<file path="src/design/gbd_defs.svh">
// Register offsets, field positions, masks and reset values of the gamma bank block.
`ifndef GBD_DEFS_SVH
`define GBD_DEFS_SVH

`define GBD_NUM_CHAN        11
`define GBD_NUM_BANK        4
`define GBD_ADDR_DIRECT     8'h00
`define GBD_ADDR_DIRECT_END 8'h0a
`define GBD_ADDR_BANK       8'h10
`define GBD_ADDR_BANK_END   8'h3b
`define GBD_ADDR_SW_BANK    8'h50
`define GBD_ADDR_STANDBY    8'h51
`define GBD_ADDR_STATUS     8'h57
`define GBD_ADDR_CTRL       8'h60
`define GBD_MASK_SW_BANK    8'h03
`define GBD_MASK_STANDBY    8'h01
`define GBD_MASK_CTRL       8'h33
`define GBD_RST_VOLATILE    8'h00
`define GBD_RST_BANK        8'h80
`define GBD_RST_CTRL        8'h10
`define GBD_CTRL_MODE_LSB   0
`define GBD_CTRL_BIAS_LSB   4
`define GBD_STANDBY_BIT     0
`define GBD_STATUS_LD_BIT   7
`define GBD_SLAVE_ADDR_HI   6'h30
`define GBD_PIN_IDLE        7'h60

`endif

</file>
<file path="src/design/gbd_pkg.sv">
// Types shared by the gamma bank control logic.
package gbd_pkg;

  typedef logic [7:0] gbd_code_t;

  typedef enum {
    GBD_IDLE,
    GBD_ADDR,
    GBD_ADDR_ACK,
    GBD_REG,
    GBD_REG_ACK,
    GBD_WDATA,
    GBD_WACK,
    GBD_RDATA,
    GBD_RACK
  } gbd_i2c_state_t;

  typedef struct packed {
    logic scl;
    logic sda;
    logic ld;
    logic bank_hi;
    logic bank_lo;
    logic addr_sel;
    logic hot;
  } gbd_pins_t;

  typedef struct packed {
    logic [10:0][7:0] code;
    logic             gamma_hiz;
    logic             common_hiz;
    logic [1:0]       bias;
  } gbd_dac_out_t;

endpackage : gbd_pkg

</file>
<file path="src/design/gbd_top.sv">
// Gamma and common-electrode DAC code control with an I2C register slave.
//
// Function
// - Control bits 1:0 choose operating mode.
// - Mode bits reset to pin bank select.
// - Each channel holds four bank bytes.
// - Select pins pick bank, high pin MSB.
// - Software mode uses select register, ignores pins.
// - Software select clears to bank A.
// - Strobe high makes output latch transparent.
// - Strobe low holds output codes.
// - Strobe rise updates all channels together.
// - Strobe fall captures selected data.
// - Direct mode uses per-channel value registers.
// - Direct writes reach outputs per strobe.
// - Value register writes have no delay.
// - Standby bit puts outputs high impedance.
// - Serial interface works during standby.
// - Over-temperature disables common output buffer.
// - Match seven-bit address, byte C0h.
// - Address pin sets one address bit.
// - Each channel takes an 8-bit code.
// - Control bits 5:4 select bias current.

`include "gbd_defs.svh"

module gbd_top #(
  parameter int NUM_CHAN = `GBD_NUM_CHAN
) (
  // Clock and reset.
  input  wire logic                 i_mclk,
  input  wire logic                 i_reset_n,
  // I2C bus, data line split into three signals.
  input  wire logic                 i_scl,
  input  wire logic                 i_sda,
  output logic                      o_sda_out,
  output logic                      o_sda_oe,
  // Control pins.
  input  wire logic                 i_output_load_strobe,
  input  wire logic                 i_bank_select_pin_low,
  input  wire logic                 i_bank_select_pin_high,
  input  wire logic                 i_address_select_pin,
  input  wire logic                 i_over_temp,
  // DAC codes and buffer controls.
  output gbd_pkg::gbd_dac_out_t     o_dac
);
  import gbd_pkg::*;

  if (NUM_CHAN != `GBD_NUM_CHAN) begin : g_chan_check
    $error("Channel count is fixed by the register map.");
  end

  // Reset release through two flip-flops.
  logic [1:0] rst_sync_ff;
  logic       rst_n;

  always_ff @(posedge i_mclk or negedge i_reset_n) begin
    if (!i_reset_n) begin
      rst_sync_ff <= 2'h0;
    end else begin
      rst_sync_ff <= {rst_sync_ff[0], 1'b1};
    end
  end

  assign rst_n = rst_sync_ff[1];

  // Two-stage synchronisers for every pin.
  gbd_pins_t pin_meta_ff;
  gbd_pins_t pin_ff;
  logic      scl_prev_ff;
  logic      sda_prev_ff;

  always_ff @(posedge i_mclk or negedge rst_n) begin
    if (!rst_n) begin
      pin_meta_ff <= `GBD_PIN_IDLE;
      pin_ff      <= `GBD_PIN_IDLE;
      scl_prev_ff <= 1'b1;
      sda_prev_ff <= 1'b1;
    end else begin
      pin_meta_ff <= '{scl: i_scl, sda: i_sda, ld: i_output_load_strobe,
                       bank_hi: i_bank_select_pin_high, bank_lo: i_bank_select_pin_low,
                       addr_sel: i_address_select_pin, hot: i_over_temp};
      pin_ff      <= pin_meta_ff;
      scl_prev_ff <= pin_ff.scl;
      sda_prev_ff <= pin_ff.sda;
    end
  end

  logic scl_rise;
  logic scl_fall;
  logic bus_start;
  logic bus_stop;

  assign scl_rise  = pin_ff.scl & ~scl_prev_ff;
  assign scl_fall  = ~pin_ff.scl & scl_prev_ff;
  assign bus_start = pin_ff.scl & scl_prev_ff & sda_prev_ff & ~pin_ff.sda;
  assign bus_stop  = pin_ff.scl & scl_prev_ff & ~sda_prev_ff & pin_ff.sda;

  // Register storage.
  gbd_code_t direct_ff [NUM_CHAN];
  gbd_code_t bank_ff   [NUM_CHAN*`GBD_NUM_BANK];
  logic [1:0] sw_bank_ff;
  logic       standby_ff;
  gbd_code_t  ctrl_ff;

  // Serial slave state.
  gbd_i2c_state_t state_ff;
  logic [3:0]     bitcnt_ff;
  gbd_code_t      shift_ff;
  gbd_code_t      tx_ff;
  gbd_code_t      ptr_ff;
  logic           read_ff;
  logic           sda_oe_ff;
  gbd_code_t      rd_data;
  logic           addr_match;
  logic           wr_commit;

  function automatic logic in_range(input gbd_code_t a, input gbd_code_t lo, input gbd_code_t hi);
    return (a >= lo) && (a <= hi);
  endfunction

  always_comb begin
    rd_data = 8'h00;
    if (in_range(ptr_ff, `GBD_ADDR_DIRECT, `GBD_ADDR_DIRECT_END)) begin
      rd_data = direct_ff[ptr_ff[3:0]];
    end else if (in_range(ptr_ff, `GBD_ADDR_BANK, `GBD_ADDR_BANK_END)) begin
      rd_data = bank_ff[6'(ptr_ff - `GBD_ADDR_BANK)];
    end else if (ptr_ff == `GBD_ADDR_SW_BANK) begin
      rd_data = {6'h00, sw_bank_ff};
    end else if (ptr_ff == `GBD_ADDR_STANDBY) begin
      rd_data = {7'h00, standby_ff};
    end else if (ptr_ff == `GBD_ADDR_STATUS) begin
      rd_data = {pin_ff.ld, 5'h00, pin_ff.bank_hi, pin_ff.bank_lo};
    end else if (ptr_ff == `GBD_ADDR_CTRL) begin
      rd_data = ctrl_ff;
    end
  end

  // Address byte: upper six bits fixed, address pin gives bit 0 of the address.
  assign addr_match = (shift_ff[7:1] == {`GBD_SLAVE_ADDR_HI, pin_ff.addr_sel});

  // A write lands when the master's clock falls at the end of the acknowledge bit.
  assign wr_commit = (state_ff == GBD_WACK) && scl_fall;

  // Serial slave sequencer; it never looks at the standby bit.
  always_ff @(posedge i_mclk or negedge rst_n) begin
    if (!rst_n) begin
      state_ff  <= GBD_IDLE;
      bitcnt_ff <= 4'h0;
      shift_ff  <= 8'h00;
      tx_ff     <= 8'h00;
      ptr_ff    <= 8'h00;
      read_ff   <= 1'b0;
      sda_oe_ff <= 1'b0;
    end else if (bus_start) begin
      state_ff  <= GBD_ADDR;
      bitcnt_ff <= 4'h0;
      sda_oe_ff <= 1'b0;
    end else if (bus_stop) begin
      state_ff  <= GBD_IDLE;
      sda_oe_ff <= 1'b0;
    end else if (scl_rise) begin
      case (state_ff)
        GBD_ADDR, GBD_REG, GBD_WDATA: begin
          shift_ff  <= {shift_ff[6:0], pin_ff.sda};
          bitcnt_ff <= bitcnt_ff + 4'h1;
        end
        GBD_RDATA: begin
          bitcnt_ff <= bitcnt_ff + 4'h1;
        end
        GBD_RACK: begin
          read_ff <= ~pin_ff.sda;
        end
        default: begin
        end
      endcase
    end else if (scl_fall) begin
      case (state_ff)
        GBD_ADDR: begin
          if (bitcnt_ff == 4'h8) begin
            if (addr_match) begin
              state_ff  <= GBD_ADDR_ACK;
              read_ff   <= shift_ff[0];
              sda_oe_ff <= 1'b1;
            end else begin
              state_ff <= GBD_IDLE;
            end
          end
        end
        GBD_ADDR_ACK: begin
          bitcnt_ff <= 4'h0;
          if (read_ff) begin
            state_ff  <= GBD_RDATA;
            tx_ff     <= {rd_data[6:0], 1'b0};
            sda_oe_ff <= ~rd_data[7];
            ptr_ff    <= ptr_ff + 8'h01;
          end else begin
            state_ff  <= GBD_REG;
            sda_oe_ff <= 1'b0;
          end
        end
        GBD_REG: begin
          if (bitcnt_ff == 4'h8) begin
            state_ff  <= GBD_REG_ACK;
            ptr_ff    <= shift_ff;
            sda_oe_ff <= 1'b1;
          end
        end
        GBD_REG_ACK, GBD_WACK: begin
          state_ff  <= GBD_WDATA;
          bitcnt_ff <= 4'h0;
          sda_oe_ff <= 1'b0;
          if (state_ff == GBD_WACK) begin
            ptr_ff <= ptr_ff + 8'h01;
          end
        end
        GBD_WDATA: begin
          if (bitcnt_ff == 4'h8) begin
            state_ff  <= GBD_WACK;
            sda_oe_ff <= 1'b1;
          end
        end
        GBD_RDATA: begin
          if (bitcnt_ff == 4'h8) begin
            state_ff  <= GBD_RACK;
            sda_oe_ff <= 1'b0;
          end else begin
            sda_oe_ff <= ~tx_ff[7];
            tx_ff     <= {tx_ff[6:0], 1'b0};
          end
        end
        GBD_RACK: begin
          bitcnt_ff <= 4'h0;
          if (read_ff) begin
            state_ff  <= GBD_RDATA;
            tx_ff     <= {rd_data[6:0], 1'b0};
            sda_oe_ff <= ~rd_data[7];
            ptr_ff    <= ptr_ff + 8'h01;
          end else begin
            state_ff <= GBD_IDLE;
          end
        end
        default: begin
          state_ff <= GBD_IDLE;
        end
      endcase
    end
  end

  assign o_sda_out = 1'b0;
  assign o_sda_oe  = sda_oe_ff;

  // Register writes; volatile value writes land at once with no write delay.
  always_ff @(posedge i_mclk or negedge rst_n) begin
    if (!rst_n) begin
      for (int i = 0; i < NUM_CHAN; i++) begin
        direct_ff[i] <= `GBD_RST_VOLATILE;
      end
      for (int i = 0; i < NUM_CHAN*`GBD_NUM_BANK; i++) begin
        bank_ff[i] <= `GBD_RST_BANK;
      end
      sw_bank_ff <= 2'h0;
      standby_ff <= 1'b0;
      ctrl_ff    <= `GBD_RST_CTRL;
    end else if (wr_commit) begin
      if (in_range(ptr_ff, `GBD_ADDR_DIRECT, `GBD_ADDR_DIRECT_END)) begin
        direct_ff[ptr_ff[3:0]] <= shift_ff;
      end else if (in_range(ptr_ff, `GBD_ADDR_BANK, `GBD_ADDR_BANK_END)) begin
        bank_ff[6'(ptr_ff - `GBD_ADDR_BANK)] <= shift_ff;
      end else if (ptr_ff == `GBD_ADDR_SW_BANK) begin
        sw_bank_ff <= shift_ff[1:0];
      end else if (ptr_ff == `GBD_ADDR_STANDBY) begin
        standby_ff <= shift_ff[`GBD_STANDBY_BIT];
      end else if (ptr_ff == `GBD_ADDR_CTRL) begin
        ctrl_ff <= shift_ff & `GBD_MASK_CTRL;
      end
    end
  end

  // Source selection for the output hold latch.
  logic [1:0] mode;
  logic [1:0] bank_sel;
  gbd_code_t  sel_code [NUM_CHAN];

  assign mode = ctrl_ff[`GBD_CTRL_MODE_LSB +: 2];

  always_comb begin
    if (mode == 2'b01) begin
      bank_sel = sw_bank_ff;
    end else begin
      bank_sel = {pin_ff.bank_hi, pin_ff.bank_lo};
    end
    for (int i = 0; i < NUM_CHAN; i++) begin
      if (mode[1]) begin
        sel_code[i] = direct_ff[i];
      end else begin
        sel_code[i] = bank_ff[i*`GBD_NUM_BANK + int'(bank_sel)];
      end
    end
  end

  // Output hold latch: follows while the strobe is high, holds while low.
  gbd_code_t latch_b_ff [NUM_CHAN];

  always_ff @(posedge i_mclk or negedge rst_n) begin
    if (!rst_n) begin
      for (int i = 0; i < NUM_CHAN; i++) begin
        latch_b_ff[i] <= `GBD_RST_VOLATILE;
      end
    end else if (pin_ff.ld) begin
      for (int i = 0; i < NUM_CHAN; i++) begin
        latch_b_ff[i] <= sel_code[i];
      end
    end
  end

  // Buffer enables registered toward the analog side; bias field taken straight from the control register.
  logic gamma_hiz_ff;
  logic common_hiz_ff;

  always_ff @(posedge i_mclk or negedge rst_n) begin
    if (!rst_n) begin
      gamma_hiz_ff  <= 1'b0;
      common_hiz_ff <= 1'b0;
    end else begin
      gamma_hiz_ff  <= standby_ff;
      common_hiz_ff <= standby_ff | pin_ff.hot;
    end
  end

  always_comb begin
    for (int i = 0; i < NUM_CHAN; i++) begin
      o_dac.code[i] = latch_b_ff[i];
    end
    o_dac.gamma_hiz  = gamma_hiz_ff;
    o_dac.common_hiz = common_hiz_ff;
    o_dac.bias       = ctrl_ff[`GBD_CTRL_BIAS_LSB +: 2];
  end
endmodule // gbd_top

</file>
<file path="config.mk">
export PLATFORM = sky130hd
export DESIGN_NAME = gbd_top
export DESIGN_NICKNAME = d
export VERILOG_FILES = /design/src/design/gbd_pkg.sv /design/src/design/gbd_top.sv
export VERILOG_INCLUDE_DIRS = /design/src /design/src/design
export SDC_FILE = /design/constraint.sdc
export NUM_CORES = 1
export LEC_CHECK = 0
export ABC_AREA = 1
export BUFFER_PORTS_ARGS = -buffer_cell sky130_fd_sc_hd__buf_2
export CAP_MARGIN = 20
export CORE_MARGIN = 2
export CORE_UTILIZATION = 40
export CTS_CLUSTER_SIZE = 10
export DETAILED_ROUTE_END_ITERATION = 7
export PLACE_DENSITY_LB_ADDON = 0.2
export SYNTH_ARGS = -nofsm -noshare
export SYNTH_HDL_FRONTEND = slang
export SYNTH_SLANG_ARGS = --single-unit
</file>
<file path="constraint.sdc">
create_clock -name i_mclk -period 30.2 [get_ports i_mclk]
set_input_delay 4.53 -clock i_mclk [delete_from_list [all_inputs] [get_ports i_mclk]]
set_output_delay 4.53 -clock i_mclk [all_outputs]
set_load 0.02 [all_outputs]
</file>
==> run metrics <==
result of the run finished, final reports clean; count of buffering cells on the critical path with inverters included 1; total of cells resized after clock tree synthesis 0; leakage component of the power 0.01422 uW; count of endpoints failing setup in the final report 0; count of distinct cell types in the synthesized netlist 46; most area-hungry cell type in the Yosys netlist dfrtp_1; Synth async-reset ratio 1.000; path class of the lowest-slack min-delay path reg2reg; time the worst path needs with I/O delays and setup 5.845 ns; Sum Neg Setup Slack 0 ns; startpoint type of the worst setup path flip-flop; routed wire length per instance 23.17 um; TritonCTS clock tree done; part of the power in registers 0.437; GPL Wtd Cong 0.9424; share of synthesized area occupied by flip-flops and latches 0.5113; worst ir drop on vdd 36.09 uV; postcts setup bufs 0; number of DRC markers in iteration 0 3051; Chip Height 272.8 um; area share of the largest cell type after synthesis 0.4650; pin count of the biggest net entering global routing 78; netlist area before placement 28900 sq um; kind of cell adding the most delay to the critical path flip-flops; GRT Util Overall 0.2878; Most used DFF post-synth dfrtp_1; switching power 561.9 uW; Die Footprint 74420 sq um; Critical-path top delay cell dfstp_2; number of violations of the max-capacitance limit 0; clock root buffer clkbuf_16; proportion of layout cells with a drive suffix above 1 0.09558; ranking of synthesized cells by area dfrtp_1 (46%), o21ai_0 (14%), nand2_1 (13%); number of flops mapped to enable cells by yosys 0; slew margin rel. 0.2950; clock network power share 0.438; number of top-level pins 103; Max H-tree Level 3; vias per std cell 5.716; Yosys warning count 0; number of remaining DRC errors 0; CP arrival 1.31 ns; Syn-to-layout area delta 11.05%; number of antenna violations at the first check in global routing 4; synthesis-stage register bit count 588; maximum root-to-sink buffer count 3; number of hold-slack violations in the final timing report 0; first-pass GRT wire length 162.0 mm; critical-path cell list buf_2; Tcrit/Tclk final 0.1935; critical-path maximum fanout 3; Post-CTS Hold Buffers 0; cell count after synthesis 3661; Gate power share 0.125; total internal power 1322 uW; first-pass iteration count of the detailed router 6; power density over the cells 58.71 nW/um^2; Crit path required time 25.67 ns; nature of the critical path endpoint output pin; Worst-path clk slew 0.05 ns; IO buf count 101; total clock buffers created by CTS 72; cell with the most instances after synthesis nand2_1; Mapped Nets 3684; nets@finish 3632; Fin Clk Skew 0.03325 ns; Mapped Avg Cell Area 7.894 sq um; GR Overflow Total 0; total length of routed wires 106.9 mm; longest individual stage delay on the worst path 0.53 ns; measured slew at the worst slew-check pin 1.056 ns; RSZ-0062 raised after global routing no; final standard cell count with taps included and fillers excluded 4613; final slew viol count 0; horizontal die dimension 272.8 um; vias post-DR 26370; via count of the first global-routing pass 24492; post-detail-place hpwl 67.48 mm; Fmax achieved 0.1711 GHz; Post-Place Cells 4484; Floorplan Core Area 71490 sq um; fraction of power spent switching nets 0.2982; commonest cells in the synthesized netlist nand2_1 (981), o21ai_0 (820), dfrtp_1 (537); kind of critical path reg2out; Routed Antenna Nets 0; worst skew pair latency 0.64 ns; Sink Count 588; starting density of the core 0.4043; Placement Rows 98
through the flow:
stage / util / hold WS [ns] / setup slack, ns / cell area, sq um / total power (uW)
5_1_grt: 0.4489 / 0.3524 / 24.32 / 32090 / 1945
2_1_floorplan: - / 0.3312 / 12.69 / 28900 / 966.8
4_1_cts: 0.4488 / 0.3481 / 24.33 / 32090 / 1892
3_5_place_dp: 0.4182 / 0.3358 / 24.99 / 29900 / 1071
6_report: 0.4490 / 0.3463 / 24.36 / 32100 / 1884
3_3_place_gp: 0.4182 / 0.3381 / 25.00 / 29900 / 1070
power groups by stage:
stage	clock network (uW)	registers, uW	logic, uW
2_1_floorplan	0	859	108
5_1_grt	866	827	252
6_report	825	824	236
3_3_place_gp	0	837	234
3_5_place_dp	0	838	233
4_1_cts	835	824	233
area by class of cell:
type	count	area, sq um
fillers	7135	39390
flip-flops and latches	588	14790
multi-input cells	2682	12610
clock buffers	119	2101
well taps	950	1189
repair buffers	151	880.8
inverters	114	432.9
clock inverters	8	88.84
diodes	1	2.502
routing by layer:
layer,global-route usage,part of all wire
met1,0.4022,0.43
met5,0,0.00013
met4,0.1374,0.049
met2,0.4398,0.45
met3,0.04261,0.079
registers in the layout, summed over array words and instances (netlist names):
name	count
bank_ff	352
direct_ff	88
o_dac	88
ptr_ff	8
shift_ff	8
pin_ff	7
pin_meta_ff	7
tx_ff	7
bitcnt_ff	4
ctrl_ff	4
state_ff	4
rst_sync_ff	2
sw_bank_ff	2
common_hiz_ff	1
gamma_hiz_ff	1
o_sda_oe	1
read_ff	1
scl_prev_ff	1
sda_prev_ff	1
standby_ff	1
path summary, 6_finish.rpt:
check | start | slack (ns) | to | cells after the start
max | ctrl_ff[4]$_DFFE_PN1P_ | 24.36 | o_dac[0] | 1
min reg2reg | pin_meta_ff[2]$_DFF_PN0_ | 0.35 | pin_ff[2]$_DFF_PN0_ | 0
min | pin_meta_ff[2]$_DFF_PN0_ | 0.35 | pin_ff[2]$_DFF_PN0_ | 0
min in group asynchronous | rst_sync_ff[1]$_DFF_PN0_ | 0.44 | bank_ff[68]$_DFFE_PN0P_ | 0
max in group asynchronous | i_reset_n | 26.41 | rst_sync_ff[1]$_DFF_PN0_ | 1
max reg2reg | ptr_ff[3]$_DFFE_PN0P_ | 25.74 | bank_ff[206]$_DFFE_PN0P_ | 10
cell families after synthesis:
logic type,synth area share
buf+inv,0.05368
other cells,0.0002598
fa+ha+maj,0.006061
compound gates,0.2080
simple gates,0.2185
xor+xnor,0.002121
flops,0.5113
cell usage in the layout, fill, tap and decap left out, types with 20 or more instances in the layout:
master     instances
o21ai_1           35
o22ai_1          141
buf_2            101
clkbuf_1          37
nor2_1           410
nand4_4           20
dfrtp_1          532
nand4_1           35
inv_1             94
dfstp_2           51
o21ai_0          820
clkbuf_16         74
buf_4             50
nand2_1          980
nand3_1           54
a21oi_1           74
(Power assumes the default switching activity.)
